<file path="src/hw/ufcam_consts.vh">
// Operation
// - framing check only modes 1-3, when enabled
// - invalid stop bit sets frame error flag
// - frame error stays until software write or reset
// - with checking, receive done at stop bit
// - address recognition follows multidrop enable bit
// - address frames accepted only on given/broadcast match
// - mode 1 multidrop: stop bit acts as ninth
// - mode 0 ignores multidrop enable entirely
// - given address: masked compare with own address
// - broadcast: own OR mask ones must match
// - own address and mask reset to zero
// - serial control at 98h, fixed bit layout
// - bit 7 is frame error or mode bit 0
// - mode bits select shift, 8-bit, 9-bit modes
`ifndef UFCAM_CONSTS_VH
`define UFCAM_CONSTS_VH

// register byte addresses
`define UFCAM_OFS_SERCTL   8'h98
`define UFCAM_OFS_PWRCTL   8'h9C
`define UFCAM_OFS_ADDR     8'hA0
`define UFCAM_OFS_MASK     8'hA4
`define UFCAM_OFS_RXDATA   8'hA8
`define UFCAM_OFS_ISTAT    8'hAC
`define UFCAM_OFS_IMASK    8'hB0
`define UFCAM_OFS_BAUD     8'hB4

// serial control bit positions
`define UFCAM_SC_FERR_MODE0 7
`define UFCAM_SC_MODE1     6
`define UFCAM_SC_MDROP     5
`define UFCAM_SC_REN       4
`define UFCAM_SC_TX9       3
`define UFCAM_SC_RX9       2
`define UFCAM_SC_TXDONE    1
`define UFCAM_SC_RXDONE    0

// power control: frame check enable bit
`define UFCAM_PC_FCE       0

// interrupt status bits
`define UFCAM_IS_RXDONE    0
`define UFCAM_IS_FERR      1
`define UFCAM_IS_DROP      2
// status bits allowed onto the interrupt line: delivery and framing error
`define UFCAM_IRQ_SRC      3'h3

// reset values
`define UFCAM_RST_SERCTL   8'h00
`define UFCAM_RST_ADDR     8'h00
`define UFCAM_RST_MASK     8'h00
`define UFCAM_RST_BAUD     16'h0004

// timing: oversampling ticks per bit and to bit centre
`define UFCAM_TICKS_BIT    4'hF
`define UFCAM_TICKS_HALF   4'h7

`endif

</file>
<file path="src/hw/ufcam_addr_match.v">
`timescale 1ns/1ns
// given and broadcast address comparison, purely combinational
module ufcam_addr_match #(
  parameter W = 8                      // address width
) (
  // address inputs
  input  wire [W-1:0] rx_addr_i,       // received address byte
  input  wire [W-1:0] own_addr_i,      // own address register
  input  wire [W-1:0] mask_i,          // mask register
  // result
  output wire         given_o,         // matched given address
  output wire         bcast_o,         // matched broadcast address
  output wire         match_o          // either one
);

  wire [W-1:0] given_ok;               // per-bit given result
  wire [W-1:0] bcast_ok;               // per-bit broadcast result

  genvar i;
  generate
    for (i = 0; i < W; i = i + 1) begin : g_bit
      // mask zero is don't-care, mask one must equal own bit
      assign given_ok[i] = !mask_i[i] || (rx_addr_i[i] == own_addr_i[i]);
      // where own OR mask is one the received bit must be one
      assign bcast_ok[i] = !(own_addr_i[i] | mask_i[i]) || rx_addr_i[i];
    end
  endgenerate

  // after reset both registers are zero, so everything matches
  assign given_o = &given_ok;
  assign bcast_o = &bcast_ok;
  assign match_o = given_o || bcast_o;

endmodule

</file>
<file path="src/hw/ufcam_baud_tick.v">
`timescale 1ns/1ns
// oversampling tick divider: one-cycle pulse every divisor+1 clocks
module ufcam_baud_tick #(
  parameter W = 16                     // divisor width
) (
  // clock and reset
  input  wire         clk_i,
  input  wire         srst_i,
  // control
  input  wire [W-1:0] divisor_i,       // clocks per tick minus one
  input  wire         run_i,           // counter held in reset when low
  // tick out
  output wire         tick_o
);

  reg [W-1:0] cnt_r;                   // down counter

  // reload on zero; holding it while idle aligns ticks to start edges
  always @(posedge clk_i) begin
    if (srst_i || !run_i) begin
      cnt_r <= {W{1'b0}};
    end else if (cnt_r == {W{1'b0}}) begin
      cnt_r <= divisor_i;
    end else begin
      cnt_r <= cnt_r - {{(W-1){1'b0}}, 1'b1};
    end
  end

  assign tick_o = run_i && (cnt_r == {W{1'b0}});

endmodule

</file>
<file path="src/hw/ufcam_top.v">
// The implementer's own choice: register access over APB.
`timescale 1ns/1ns
`include "ufcam_consts.vh"
// receive path with framing check and address recognition, APB registers
module ufcam_top #(
  parameter DIV_W = 16                 // baud divisor width
) (
  // clock and reset
  input  wire        clk_i,
  input  wire        srst_i,
  // apb slave
  input  wire        psel_i,
  input  wire        penable_i,
  input  wire        pwrite_i,
  input  wire [7:0]  paddr_i,
  input  wire [31:0] pwdata_i,
  output wire        pready_o,
  output wire        pslverr_o,
  output wire [31:0] prdata_o,
  // serial line
  input  wire        rxd_i,            // receive data, idle high
  output wire        tx_ninth_bit_o,   // ninth bit for a transmitter
  // interrupt
  output wire        irq_o             // level, high while unmasked delivery or framing event
);

  // receiver states
  localparam [1:0] ST_IDLE  = 2'b00;
  localparam [1:0] ST_START = 2'b01;
  localparam [1:0] ST_DATA  = 2'b10;
  localparam [1:0] ST_STOP  = 2'b11;

  // register map, one aligned word each, data in the low bits:
  //   serial control  - mode, multidrop, enable, ninth bits, flags
  //   power control   - bit 0 turns the framing check on
  //   own address     - individual address byte
  //   address mask    - zero bits are don't-care in the given match, own decides them in broadcast
  //   received byte   - read only, loaded only on acceptance
  //   event status    - read only, a read clears what it showed
  //   event mask      - one enable per status bit
  //   baud divisor    - clocks per oversample tick minus one
  // unmapped offsets answer with an error and read as zero;
  // writes to the read-only words are quietly ignored

  // serial control fields
  reg        mode_select_bit0_r;       // mode bit 0
  reg        mode_select_bit1_r;       // mode bit 1
  reg        multidrop_enable_r;       // address recognition enable
  reg        rx_enable_r;              // reception enable
  reg        tx_ninth_bit_r;           // ninth bit to send
  reg        rx_ninth_bit_r;           // ninth or stop bit received
  reg        transmit_done_flag_r;     // software-visible only here
  reg        receive_done_flag_r;      // frame delivered
  reg        frame_error_flag_r;       // sticky framing error
  reg        frame_check_enable_r;     // power control bit
  // address and data
  reg  [7:0] own_address_r;            // own address register
  reg  [7:0] address_mask_r;           // mask register
  reg  [7:0] rx_data_r;                // last accepted byte
  reg  [DIV_W-1:0] baud_div_r;         // clocks per oversample tick - 1
  // interrupt block
  reg  [2:0] istat_r;                  // sticky events
  reg  [2:0] imask_r;                  // enables
  reg  [2:0] istat_seen_r;             // bits shown by the pending read
  // apb read data
  reg  [31:0] prdata_r;                // latched in setup cycle
  // receiver
  reg  [1:0] state_r;                  // receiver state
  reg  [3:0] tick_cnt_r;               // ticks inside a bit
  reg  [3:0] bit_cnt_r;                // data bit index
  reg  [8:0] shift_r;                  // data bits, ninth at top

  // decoded mode: 0 shift reg, 1 8-bit, 2 9-bit fixed, 3 9-bit variable
  wire [1:0] mode = {mode_select_bit0_r, mode_select_bit1_r};
  wire       async_mode = (mode != 2'b00);
  wire       nine_bit   = mode[1];     // modes 2 and 3
  // mode 0 masks multidrop so it can have no effect there
  wire       mdrop_eff  = multidrop_enable_r && async_mode;
  wire       fcheck_eff = frame_check_enable_r && async_mode;
  wire [3:0] last_bit   = nine_bit ? 4'h8 : 4'h7;

  // the slave never stalls: every access completes in its first
  // access cycle, and a write lands at the edge that ends it.
  // read data is taken from the setup cycle so that the event
  // status snapshot and its clear refer to the same bits
  // apb decode
  wire       setup_ph  = psel_i && !penable_i;
  wire       access_ph = psel_i && penable_i;
  wire       wr_en     = access_ph && pwrite_i;
  wire       rd_en     = access_ph && !pwrite_i;
  reg        addr_hit;                 // address is mapped
  wire       wr_serctl = wr_en && (paddr_i == `UFCAM_OFS_SERCTL);
  wire       rd_istat  = rd_en && (paddr_i == `UFCAM_OFS_ISTAT);

  // oversample tick
  wire       tick;
  wire       rx_run = (state_r != ST_IDLE);

  ufcam_baud_tick #(
    .W         (DIV_W)
  ) u_tick (
    .clk_i     (clk_i),
    .srst_i    (srst_i),
    .divisor_i (baud_div_r),
    .run_i     (rx_run),
    .tick_o    (tick)
  );

  // both matches follow the byte as it builds up; only the value
  // present at the delivery sample is ever used
  // address comparison on the low eight received bits
  wire       addr_match;

  ufcam_addr_match #(
    .W          (8)
  ) u_match (
    .rx_addr_i  (shift_r[7:0]),
    .own_addr_i (own_address_r),
    .mask_i     (address_mask_r),
    .given_o    (),
    .bcast_o    (),
    .match_o    (addr_match)
  );

  // receiver timing: sixteen oversample ticks per bit. the start
  // bit is checked at its centre (eighth tick), every later bit is
  // sampled sixteen ticks after the one before. the tick divider
  // only runs while a frame is in flight, so each frame starts its
  // tick train from its own falling edge and drift never builds up
  // across frames. limitation: one sample per bit, no majority vote,
  // so a spike at a bit centre is taken as data

  // sampling points
  wire bit_end    = tick && (tick_cnt_r == `UFCAM_TICKS_BIT);
  wire start_mid  = tick && (tick_cnt_r == `UFCAM_TICKS_HALF) && (state_r == ST_START);
  wire data_smp   = bit_end && (state_r == ST_DATA);
  wire last_smp   = data_smp && (bit_cnt_r == last_bit);
  wire stop_smp   = bit_end && (state_r == ST_STOP);
  // delivery waits for the stop bit when it carries meaning:
  // framing check on, or mode 1 where it is the ninth bit
  wire late       = fcheck_eff || !nine_bit;
  wire decide     = late ? stop_smp : last_smp;
  // ninth bit: received bit 8, or the stop bit in mode 1
  wire ninth      = nine_bit ? (last_smp ? rxd_i : shift_r[8]) : rxd_i;
  // address frame test under multidrop, match else no delivery
  wire addr_ok    = ninth && addr_match;
  wire accept     = decide && !receive_done_flag_r && (!mdrop_eff || addr_ok);
  wire dropped    = decide && mdrop_eff && !addr_ok;
  wire ferr_set   = stop_smp && fcheck_eff && !rxd_i;

  // address compare needs only shift_r[7:0] and the ninth bit comes from rxd_i,
  // so in early delivery the low byte is already complete at last_smp
  // receiver sequencer
  always @(posedge clk_i) begin
    if (srst_i) begin
      state_r    <= ST_IDLE;
      tick_cnt_r <= 4'h0;
      bit_cnt_r  <= 4'h0;
      shift_r    <= 9'h000;
    end else begin
      case (state_r)
        ST_IDLE: begin
          // no reception in mode 0, its shift mode is not built
          tick_cnt_r <= 4'h0;
          bit_cnt_r  <= 4'h0;
          if (rx_enable_r && async_mode && !rxd_i) begin
            state_r <= ST_START;
          end
        end
        ST_START: begin
          if (tick) begin
            tick_cnt_r <= tick_cnt_r + 4'h1;
          end
          // a glitch shorter than half a bit is not a start bit
          if (start_mid) begin
            tick_cnt_r <= 4'h0;
            state_r    <= rxd_i ? ST_IDLE : ST_DATA;
          end
        end
        ST_DATA: begin
          if (tick) begin
            tick_cnt_r <= tick_cnt_r + 4'h1;
          end
          if (data_smp) begin
            shift_r[bit_cnt_r] <= rxd_i;
            bit_cnt_r          <= bit_cnt_r + 4'h1;
            if (bit_cnt_r == last_bit) begin
              state_r <= ST_STOP;
            end
          end
        end
        ST_STOP: begin
          if (tick) begin
            tick_cnt_r <= tick_cnt_r + 4'h1;
          end
          // back to idle at the stop centre to catch a quick next start
          if (stop_smp) begin
            state_r <= ST_IDLE;
          end
        end
        default: begin
          state_r <= ST_IDLE;
        end
      endcase
    end
  end

  // high bit of the frame is only valid after the last sample lands
  wire [7:0] rx_byte = shift_r[7:0];

  // a software write to the flags is a plain store, so it can set
  // them too; this gives a test path to the flags without a frame
  // serial control register; hardware sets win over software writes
  always @(posedge clk_i) begin
    if (srst_i) begin
      // whole control byte from one reset image
      {mode_select_bit0_r, mode_select_bit1_r, multidrop_enable_r, rx_enable_r,
       tx_ninth_bit_r, rx_ninth_bit_r, transmit_done_flag_r,
       receive_done_flag_r} <= `UFCAM_RST_SERCTL;
      frame_error_flag_r   <= 1'b0;
      rx_data_r            <= 8'h00;
    end else begin
      if (wr_serctl) begin
        // bit 7 reaches the error flag or mode bit 0
        if (frame_check_enable_r) begin
          frame_error_flag_r <= pwdata_i[`UFCAM_SC_FERR_MODE0];
        end else begin
          mode_select_bit0_r <= pwdata_i[`UFCAM_SC_FERR_MODE0];
        end
        mode_select_bit1_r   <= pwdata_i[`UFCAM_SC_MODE1];
        multidrop_enable_r   <= pwdata_i[`UFCAM_SC_MDROP];
        rx_enable_r          <= pwdata_i[`UFCAM_SC_REN];
        tx_ninth_bit_r       <= pwdata_i[`UFCAM_SC_TX9];
        rx_ninth_bit_r       <= pwdata_i[`UFCAM_SC_RX9];
        transmit_done_flag_r <= pwdata_i[`UFCAM_SC_TXDONE];
        receive_done_flag_r  <= pwdata_i[`UFCAM_SC_RXDONE];
      end
      // later good frames never clear it; only write or reset
      if (ferr_set) begin
        frame_error_flag_r <= 1'b1;
      end
      if (accept) begin
        receive_done_flag_r <= 1'b1;
        rx_ninth_bit_r      <= ninth;
        rx_data_r           <= rx_byte;
      end
    end
  end

  // power control, address, mask, baud and interrupt mask registers
  always @(posedge clk_i) begin
    if (srst_i) begin
      frame_check_enable_r <= 1'b0;
      own_address_r        <= `UFCAM_RST_ADDR;
      address_mask_r       <= `UFCAM_RST_MASK;
      baud_div_r           <= `UFCAM_RST_BAUD;
      imask_r              <= 3'h0;
    end else if (wr_en) begin
      case (paddr_i)
        `UFCAM_OFS_PWRCTL: frame_check_enable_r <= pwdata_i[`UFCAM_PC_FCE];
        `UFCAM_OFS_ADDR:   own_address_r        <= pwdata_i[7:0];
        // all ones here leaves only the exact own address and the all-ones broadcast
        `UFCAM_OFS_MASK:   address_mask_r       <= pwdata_i[7:0];
        `UFCAM_OFS_BAUD:   baud_div_r           <= pwdata_i[DIV_W-1:0];
        `UFCAM_OFS_IMASK:  imask_r              <= pwdata_i[2:0];
        default: begin
          // other offsets hold nothing here
        end
      endcase
    end
  end

  // interrupt status events, one-cycle pulses from the receiver
  wire [2:0] events;
  assign events[`UFCAM_IS_RXDONE] = accept;
  assign events[`UFCAM_IS_FERR]   = ferr_set;
  assign events[`UFCAM_IS_DROP]   = dropped;

  // read clears only bits the reader saw, so a late event survives
  always @(posedge clk_i) begin
    if (srst_i) begin
      istat_r      <= 3'h0;
      istat_seen_r <= 3'h0;
    end else begin
      if (setup_ph) begin
        istat_seen_r <= istat_r;
      end
      istat_r <= events | (rd_istat ? (istat_r & ~istat_seen_r) : istat_r);
    end
  end

  // only delivery and framing error drive the interrupt line; a
  // dropped frame is logged in the status word but belongs to
  // another station and must not disturb software
  assign irq_o = |(istat_r & imask_r & `UFCAM_IRQ_SRC);

  // register image of the serial control byte
  wire [7:0] serctl_img = {
    frame_check_enable_r ? frame_error_flag_r : mode_select_bit0_r,
    mode_select_bit1_r,
    multidrop_enable_r,
    rx_enable_r,
    tx_ninth_bit_r,
    rx_ninth_bit_r,
    transmit_done_flag_r,
    receive_done_flag_r
  };

  // read mux, also flags unmapped offsets
  reg [31:0] rd_mux;
  always @* begin
    rd_mux   = 32'h00000000;
    addr_hit = 1'b1;
    case (paddr_i)
      `UFCAM_OFS_SERCTL: rd_mux[7:0] = serctl_img;
      `UFCAM_OFS_PWRCTL: rd_mux[0]   = frame_check_enable_r;
      `UFCAM_OFS_ADDR:   rd_mux[7:0] = own_address_r;
      `UFCAM_OFS_MASK:   rd_mux[7:0] = address_mask_r;
      `UFCAM_OFS_RXDATA: rd_mux[7:0] = rx_data_r;
      `UFCAM_OFS_ISTAT:  rd_mux[2:0] = istat_r;
      `UFCAM_OFS_IMASK:  rd_mux[2:0] = imask_r;
      `UFCAM_OFS_BAUD:   rd_mux[DIV_W-1:0] = baud_div_r;
      default: begin
        addr_hit = 1'b0;
      end
    endcase
  end

  // read data captured in setup so prdata comes from a flip-flop
  always @(posedge clk_i) begin
    if (srst_i) begin
      prdata_r <= 32'h00000000;
    end else if (setup_ph && !pwrite_i) begin
      prdata_r <= rd_mux;
    end
  end

  // zero wait states; error answer for unmapped offsets
  assign pready_o       = access_ph;
  assign pslverr_o      = access_ph && !addr_hit;
  assign prdata_o       = prdata_r;
  assign tx_ninth_bit_o = tx_ninth_bit_r;

endmodule

</file>
<file path="config.mk">
export PLATFORM = sky130hd
export DESIGN_NAME = ufcam_top
export DESIGN_NICKNAME = d
export VERILOG_FILES = /design/src/hw/ufcam_addr_match.v /design/src/hw/ufcam_baud_tick.v /design/src/hw/ufcam_top.v
export VERILOG_INCLUDE_DIRS = /design/src /design/src/hw
export SDC_FILE = /design/constraint.sdc
export NUM_CORES = 1
export LEC_CHECK = 0
export ABC_AREA = 1
export CORE_ASPECT_RATIO = 1.25
export CORE_MARGIN = 2
export CORE_UTILIZATION = 40
export CTS_CLUSTER_SIZE = 14
export DETAILED_ROUTE_END_ITERATION = 16
export DONT_BUFFER_PORTS = 1
export SKIP_CTS_REPAIR_TIMING = 1
export SYNTH_ARGS = -nofsm -noshare
export SYNTH_HDL_FRONTEND = slang
export SYNTH_HIERARCHICAL = 1
export SYNTH_SLANG_ARGS = --single-unit
</file>
<file path="constraint.sdc">
create_clock -name clk_i -period 5.2 [get_ports clk_i]
set_clock_uncertainty 0.2 [all_clocks]
set_input_delay 0 -clock clk_i [delete_from_list [all_inputs] [get_ports clk_i]]
set_output_delay 0 -clock clk_i [all_outputs]
set_load 0.1 [all_outputs]
</file>
Word level (Yosys, flattened, before mapping) --
Index checks and enable logic that the tools add are counted.
Word-level totals: register bits 110, bits in latches 0, bits in writable memories 0, ROM bits 0, output and inout bits 36, word-level logic and storage cells 197, memories kept 0
Cells by class: add/sub/neg operators 3, $mul 0, div/mod/pow operators 0, order comparisons 2, equal/unequal tests 27, shifts and indexed selects 0, muxes and demuxes 34, bitwise operators 13, reduce and logical (&&, ||, !) cells 95
Operator list (number):
- 8-bit equality test (second input constant) | 8
- 1-bit logical AND | 27
- 1-bit zero test | 25
- 5-bit case mux with 5 select lines | 1
- 1-bit logical OR | 20
- 2-bit AND reduction | 9
- 16-bit zero test | 1
- 16-bit 2-to-1 mux | 1
- 4-bit 2-to-1 mux | 4
- 8-bit AND reduction | 2
- 16-bit by 1-bit subtractor with 16-bit output (second input constant) | 1
- 2-bit case mux with 7 select lines | 1
- 1-bit 2-to-1 mux | 13
- 2-bit 2-to-1 mux | 6
- 4-bit case mux with 3 select lines | 1
- 2-bit nonzero test | 6
- 9-bit bitwise mux | 1
- 4-bit by 1-bit adder with 4-bit output (second input constant) | 2
- 1-bit equality test | 8
- 8-bit 2-to-1 mux | 1
- 2-bit != test (second input constant) | 4
- 1-bit bitwise OR | 8
- 1-bit case mux with 8 select lines | 1
- 2-bit case mux with 4 select lines | 1
- 20 further kinds | 22

Logic depth before layout (Yosys ltp) --
Gate-level depths: netlist (run 1).
depth in word-level cells 11, mapped depth 21, depth with buffers taken out 19

By module --
The synthesis (run 1) kept the hierarchy.
By module, submodules not included:
- ufcam_top | times used 1, cells each 611, area each 4484.3 sq um, seq. area each 1881.8 sq um
- ufcam_baud_tick | times used 1, cells each 189, area each 1123.6 sq um, seq. area each 320.3 sq um
- ufcam_addr_match | times used 1, cells each 64, area each 274.0 sq um, seq. area each 0.0 sq um

Worst setup path before layout (run 1) --
Ideal clock, no wire load.
path type in2out, start in paddr_i[0], end out pslverr_o, data arrival time 2.548 ns, slack 2.452 ns, cell stages on the path 6, cells stage by stage inv_1 nand2_1 nor3_2 nand2_2 nand4_1 nor3_1
On the way: longest elaborated chain between the ends 5
Ends and longest elaborated chain:
- start: declaration | RTL line ufcam_top.v:15 | input wire [7:0] paddr_i,
- 8-bit equality test | RTL line ufcam_top.v:314 | case (paddr_i)
- 8-bit OR reduction (no source line) (*)
- 1-bit 2-to-1 mux (*) | RTL line ufcam_top.v:314
- 1-bit zero test (*) | RTL line ufcam_top.v:340 | assign pslverr_o = access_ph && !addr_hit;
- 1-bit logical AND (*) | RTL line ufcam_top.v:340
- end: declaration | RTL line ufcam_top.v:18 | output wire pslverr_o,
Every way passes the cells marked *; elsewhere a longest branch is shown, timed or not.

Worst setup path after layout (run 1) --
start reg u_tick.cnt_r[0], end reg rx_ninth_bit_r
On the way: longest elaborated chain between the ends 11
Ends and longest elaborated chain:
- start: declaration | RTL line ufcam_baud_tick.v:16 | reg [W-1:0] cnt_r;
- start signal: assignment | RTL line ufcam_baud_tick.v:21 | cnt_r <= {W{1'b0}};
- start signal: assignment | RTL line ufcam_baud_tick.v:23 | cnt_r <= divisor_i;
- start signal: assignment | RTL line ufcam_baud_tick.v:25 | cnt_r <= cnt_r - {{(W-1){1'b0}}, 1'b1};
- 16-bit zero test (*) | RTL line ufcam_baud_tick.v:29 | assign tick_o = run_i && (cnt_r == {W{1'b0}});
- 1-bit logical AND (*) | RTL line ufcam_baud_tick.v:29
- via tick | RTL line ufcam_top.v:96 | wire tick;
- 1-bit logical AND (*) | RTL line ufcam_top.v:134 | wire bit_end = tick && (tick_cnt_r == `UFCAM_TICKS_BIT);
- 1-bit logical AND | RTL line ufcam_top.v:136 | wire data_smp = bit_end && (state_r == ST_DATA);
- 1-bit logical AND | RTL line ufcam_top.v:137 | wire last_smp = data_smp && (bit_cnt_r == last_bit);
- 1-bit 2-to-1 mux (2 in a row) | RTL line ufcam_top.v:144 | wire ninth = nine_bit ? (last_smp ? rxd_i : shift_r[8]) : rxd_i;
- 1-bit logical AND | RTL line ufcam_top.v:146 | wire addr_ok = ninth && addr_match;
- 1-bit logical OR | RTL line ufcam_top.v:147 | wire accept = decide && !receive_done_flag_r && (!mdrop_eff || addr_ok);
- 1-bit logical AND | RTL line ufcam_top.v:147
- 1-bit 2-to-1 mux or 2-bit nonzero test (tied branches)
- end signal: assignment | RTL line ufcam_top.v:234 | rx_ninth_bit_r <= pwdata_i[`UFCAM_SC_RX9];
- end signal: assignment | RTL line ufcam_top.v:244 | rx_ninth_bit_r <= ninth;
- end: declaration | RTL line ufcam_top.v:51 | reg rx_ninth_bit_r;
The timed path passes the listed nets; every way through them passes the cells marked *. A chain may end at the register's enable or synchronous reset.

==> results.cfg, run 1 <==
[cells_and_area]
drive_above_1_share = 0.0828
filler_cell_count_in_the_final_layout = 1507
post_layout_net_count = 930
area_growth_pct = 11.6
top_library_cells_by_usage_in_the_layout_fill_and_taps_aside = 144 x nand2_1, 125 x inv_1, 110 x dfxtp_1
final_common_cell = nand2_1
final_cell_count_no_fill = 1061

[detailed_routing]
number_of_drc_violations_after_detailed_routing = 0
post_drt_via_cell_ratio = 4.95
route.vias.total = 5247
met3_length_um = 479
routed_wl_met2_um = 7670
detailedRoute.firstPassIterationCount = 5
detail-route-antenna-nets = 0
top_layer_used = met4
wl_met1_um = 6610
average_wire_length_per_cell_after_detail_routing_um = 14.3
drt_initial_violations = 363
routed_wl_um = 15200

[timing]
final.setup.tns_ns = 0
timing.max_slew.rel_slack = 0.252
finalCriticalPeriod_ns = 3.51
unrepaired_setup_endpoints_after_global_routing = false
fmaxAchievable_mhz = 285
final-max-slew-violation-count = 0
final.period_utilization = 0.675
finalWorstSetupSlack_ns = 1.69
hold_slack_ns = -0.0667
final_hold_viol_count = 11
setup_violations = 0
max_slew.worst_pin.slew_ns = 1.13

[global_route]
track_usage = 0.192
antenna_found_initial = 1
grt-ovfl-total = 0
first_global_vias = 4745
global_route_wire_length_before_repair_um = 24100
maximum_number_of_pins_on_one_net_before_global_route_repair = 77

[setup_path]
path_buf_inv = 2
worst_ep_arrival_time_ns = 3.61
worst-path-max-fanout = 21
crit_path_cell_trace = inv_1, ha_1, inv_1, nor2_1, nand2_1, nor2_4, nand2_4, nor2_1, nand4_2, nor2_4, nand2_2, nand2_1, o21ai_2, nor2_8, nand2_2, nand2_1, nand2_1, nor2_1
end_kind = flip-flop
critPathRequiredTime_ns = 5.30
worst_path_most_repeated_cell = nand2_1
path_class = reg -> reg
crit_path_start_kind = flip-flop
cell_class_contributing_the_biggest_share_of_worst_path_delay = simple AND/OR/NAND/NOR gates
cp_slowest_stage_delay_ns = 0.52
critical_path_s_slowest_cell = nor2_1

[run_status]
violations_in_the_final_reports = hold timing
status = finished, violations left

[placement]
detailed_place_hpwl_um = 11000
preCtsSetupSlack_ns = 1.74
placedCellCount = 1015
numPortBuffers = 0
gpl.final_weighted_congestion = 0.864

[clock_network]
cts-buffers-inserted = 9
cts_htree_levels = 3
tritoncts_num_sinks = 110
clk_pin_slew_worst_paths_ns = 0.08
clk_path_buf_depth = 2
clk_root_buffer_cell = clkbuf_16
tritoncts = yes
clkLatencyLatePin_ns = 0.36

[synthesis]
cell_count_after_synthesis = 862
synth.avg_cell_area_sq_um = 6.81
area_of_the_mapped_netlist_sq_um = 5870
synth-warning-count = 6

[floorplanning]
die_area_sq_um = 15700
area_of_the_placeable_core_sq_um = 14300
ios = 82
rows = 49
initial_core_util = 0.409
die_outline_width_um = 112
die_y_um = 139

[pwr]
vdd_ir_drop_max_mv = 0.216
power-per-cell-area_nw_per_um2 = 332
total_leakage_power_nw = 2.75

[min_path]
hp-class = in -> reg

[flow_run]
timing.max_cap.violations = 0
## routing by layer
| metal | global-route usage | vias up |
|---|---|---|
| met5 | 0 | - |
| met2 | 0.339 | 91 |
| met1 | 0.225 | 2356 |
| met4 | 0.0809 | 0 |
| li1 | - | 2770 |
| met3 | 0.0401 | 30 |
## stage by stage
stage	util	hold WS [ns]	total power, mW	cell area [sq um]
floorplan	-	-0.131	1.32	5930
global placement	0.413	-0.128	1.36	5920
detailed placement	0.413	-0.127	1.36	5920
CTS	0.437	-0.512	2.16	6260
global route	0.457	0.00779	2.28	6560
finish	0.457	-0.0667	2.18	6560
## final cells by class
class	instances	area, sq um	share of cell area
Multi-Input combinational cell	595	2970	0.453
Sequential cell	110	2200	0.336
Inverter	130	488	0.0744
Timing Repair Buffer	31	325	0.0496
Clock buffer	10	229	0.0349
Tap cell	178	223	0.0340
Clock inverter	6	115	0.0176
Antenna cell	1	2.50	0.000382
## report_power, final
group / total [mW] / switching [mW] / leakage, nW / internal [mW]
Combinational: 0.457 / 0.328 / 1.70 / 0.129
Clock: 0.809 / 0.334 / 0.164 / 0.475
Sequential: 0.910 / 0.0508 / 0.888 / 0.859
Total: 2.18 / 0.712 / 2.75 / 1.46
## worst reg2reg max path: stages (launching register included)
cell and delay, ns:
dfxtp_1 0.34, inv_1 0.12, ha_1 0.20, inv_1 0.05, nor2_1 0.08, nand2_1 0.08, nor2_4 0.18, nand2_4 0.19
nor2_1 0.53, nand4_2 0.24, nor2_4 0.30, nand2_2 0.11, nand2_1 0.08, o21ai_2 0.09, nor2_8 0.30, nand2_2 0.13
nand2_1 0.07, nand2_1 0.04, nor2_1 0.10
## sequential cells by signal, summed over array words and instances, names as in the netlist, 3 cells and up, named ones only
register and cells:
baud_div_r 16, prdata_o 16, u_tick/cnt_r 16, shift_r 9
address_mask_r 8, own_address_r 8, rx_data_r 8, bit_cnt_r 4
tick_cnt_r 4, imask_r 3, istat_r 3, istat_seen_r 3
## final timing paths
kind                              start                           to  slack [ns]  cells after the start
max          u_tick/cnt_r[0]$_SDFF_PP0_  rx_ninth_bit_r$_SDFFE_PP0P_        1.69                     18
min                          paddr_i[2]      imask_r[1]$_SDFFE_PP0P_       -0.07                      5
max reg2reg  u_tick/cnt_r[0]$_SDFF_PP0_  rx_ninth_bit_r$_SDFFE_PP0P_        1.69                     18
min reg2reg     imask_r[2]$_SDFFE_PP0P_      imask_r[2]$_SDFFE_PP0P_        0.26                      2
Power figures use the tool's default switching activity.
==> inputs of run 2 (changes only) <==
- clock period: 5.2 -> 3.2 ns (I/O delays scaled with it)
==> results.cfg, run 2 (synthesis gave the netlist of run 1 again) <==
[run_status]
status = finished, violations left
violations_in_the_final_reports = hold timing

[timing]
setup_violations = 0
max_slew.worst_pin.slew_ns = 1.12
final.period_utilization = 0.861
unrepaired_setup_endpoints_after_global_routing = false
timing.max_slew.rel_slack = 0.254
hold_slack_ns = -0.0416
finalCriticalPeriod_ns = 2.75
finalWorstSetupSlack_ns = 0.445
final.setup.tns_ns = 0
final-max-slew-violation-count = 0
final_hold_viol_count = 14
fmaxAchievable_mhz = 363

[cells_and_area]
drive_above_1_share = 0.107
area_growth_pct = 14.9
top_library_cells_by_usage_in_the_layout_fill_and_taps_aside = 144 x nand2_1, 125 x inv_1, 110 x dfxtp_1
final_common_cell = nand2_1
filler_cell_count_in_the_final_layout = 1491
post_layout_net_count = 955
area.sequential_sq_um = 2200
multiInputGateArea_sq_um = 2970
finalCoreUtilization = 0.470
insertedDiodeCount = 0

[setup_path]
end_kind = flip-flop
critPathRequiredTime_ns = 3.30
path_class = reg -> reg
worst_ep_arrival_time_ns = 2.85
path_buf_inv = 2
crit_path_cell_trace = inv_1, ha_1, inv_1, nor2_1, nand2_1, nor2_4, nand2_4, nor2_1, nand4_2, nor2_4, nand2_2, nand2_1, o21ai_2, nor2_8, nand2_2, nand2_1, nand2_1, nor2_1
cp_slowest_stage_delay_ns = 0.33
worst_path_most_repeated_cell = nand2_1
cell_class_contributing_the_biggest_share_of_worst_path_delay = simple AND/OR/NAND/NOR gates
critical_path_s_slowest_cell = dfxtp_1
crit_path_start_kind = flip-flop
worst-path-max-fanout = 17

[floorplanning]
area_of_the_placeable_core_sq_um = 14300
die_outline_width_um = 112
ios = 82
initial_core_util = 0.409
die_area_sq_um = 15700
die_y_um = 139
rows = 49

[global_route]
track_usage = 0.195
first_global_vias = 4989
antenna_found_initial = 0
grt-ovfl-total = 0
global_route_wire_length_before_repair_um = 24300
maximum_number_of_pins_on_one_net_before_global_route_repair = 54

[pwr]
power-per-cell-area_nw_per_um2 = 530
total_leakage_power_nw = 2.88
report.power.total_mw = 3.57
vdd_ir_drop_max_mv = 0.316

[detailed_routing]
detailedRoute.firstPassIterationCount = 5
routed_wl_um = 15300
detail-route-antenna-nets = 0
drt_initial_violations = 327
number_of_drc_violations_after_detailed_routing = 0
route.vias.total = 5400
average_wire_length_per_cell_after_detail_routing_um = 14.1
post_drt_via_cell_ratio = 4.98

[placement]
gpl.final_weighted_congestion = 0.838
detailed_place_hpwl_um = 11200
preCtsSetupSlack_ns = 0.501
numPortBuffers = 0

[clock_network]
tritoncts_num_sinks = 110
clk_root_buffer_cell = clkbuf_16
cts_htree_levels = 3
clk_pin_slew_worst_paths_ns = 0.07
tritoncts = yes
clkLatencyLatePin_ns = 0.36
clk_path_buf_depth = 2
cts-buffers-inserted = 9

[min_path]
hp-class = in -> reg

[flow_run]
timing.max_cap.violations = 0
run 2: final timing paths:
kind                              startpoint                          end  slack, ns  depth (start not counted)
setup / recovery  u_tick/cnt_r[0]$_SDFF_PP0_  rx_ninth_bit_r$_SDFFE_PP0P_       0.45                         18
hold / removal                        srst_i   baud_div_r[2]$_SDFFE_PP1P_      -0.04                          2
setup reg to reg  u_tick/cnt_r[0]$_SDFF_PP0_  rx_ninth_bit_r$_SDFFE_PP0P_       0.45                         18
hold reg to reg      shift_r[8]$_SDFFE_PP0P_      shift_r[8]$_SDFFE_PP0P_       0.27                          2
run 2: routing by layer:
metal  wire, um  global-route usage  part of all wire
met1       6430               0.221              0.42
met2       8020               0.354              0.52
met3        460              0.0383             0.030
met4        379              0.0789             0.025
met5          0                   0                 0
run 2: power by group:
group / switching, mW / leakage (nW) / internal [mW]
sequential: 0.0241 / 0.888 / 1.40
clock: 0.517 / 0.166 / 0.788
combinational: 0.608 / 1.83 / 0.240
total: 1.15 / 2.88 / 2.42
run 2: layout make-up:
cell class / count / share of cell area
Tap cell: 178 / 0.0330
Inverter: 130 / 0.0723
Clock buffer: 11 / 0.0360
Timing Repair Buffer: 56 / 0.0764
Clock inverter: 5 / 0.0158
Sequential cell: 110 / 0.326
Multi-Input combinational cell: 595 / 0.440
run 2: through the flow:
| step | std cells | area (sq um) | hold slack, ns |
|---|---|---|---|
| after global routing | 1085 | 6750 | 0.00832 |
| after floorplan | 877 | 5930 | -0.131 |
| after global placement | 1039 | 6100 | -0.129 |
| final | 1085 | 6750 | -0.0416 |
| after detailed placement | 1039 | 6100 | -0.127 |
| after CTS | 1055 | 6450 | -0.512 |
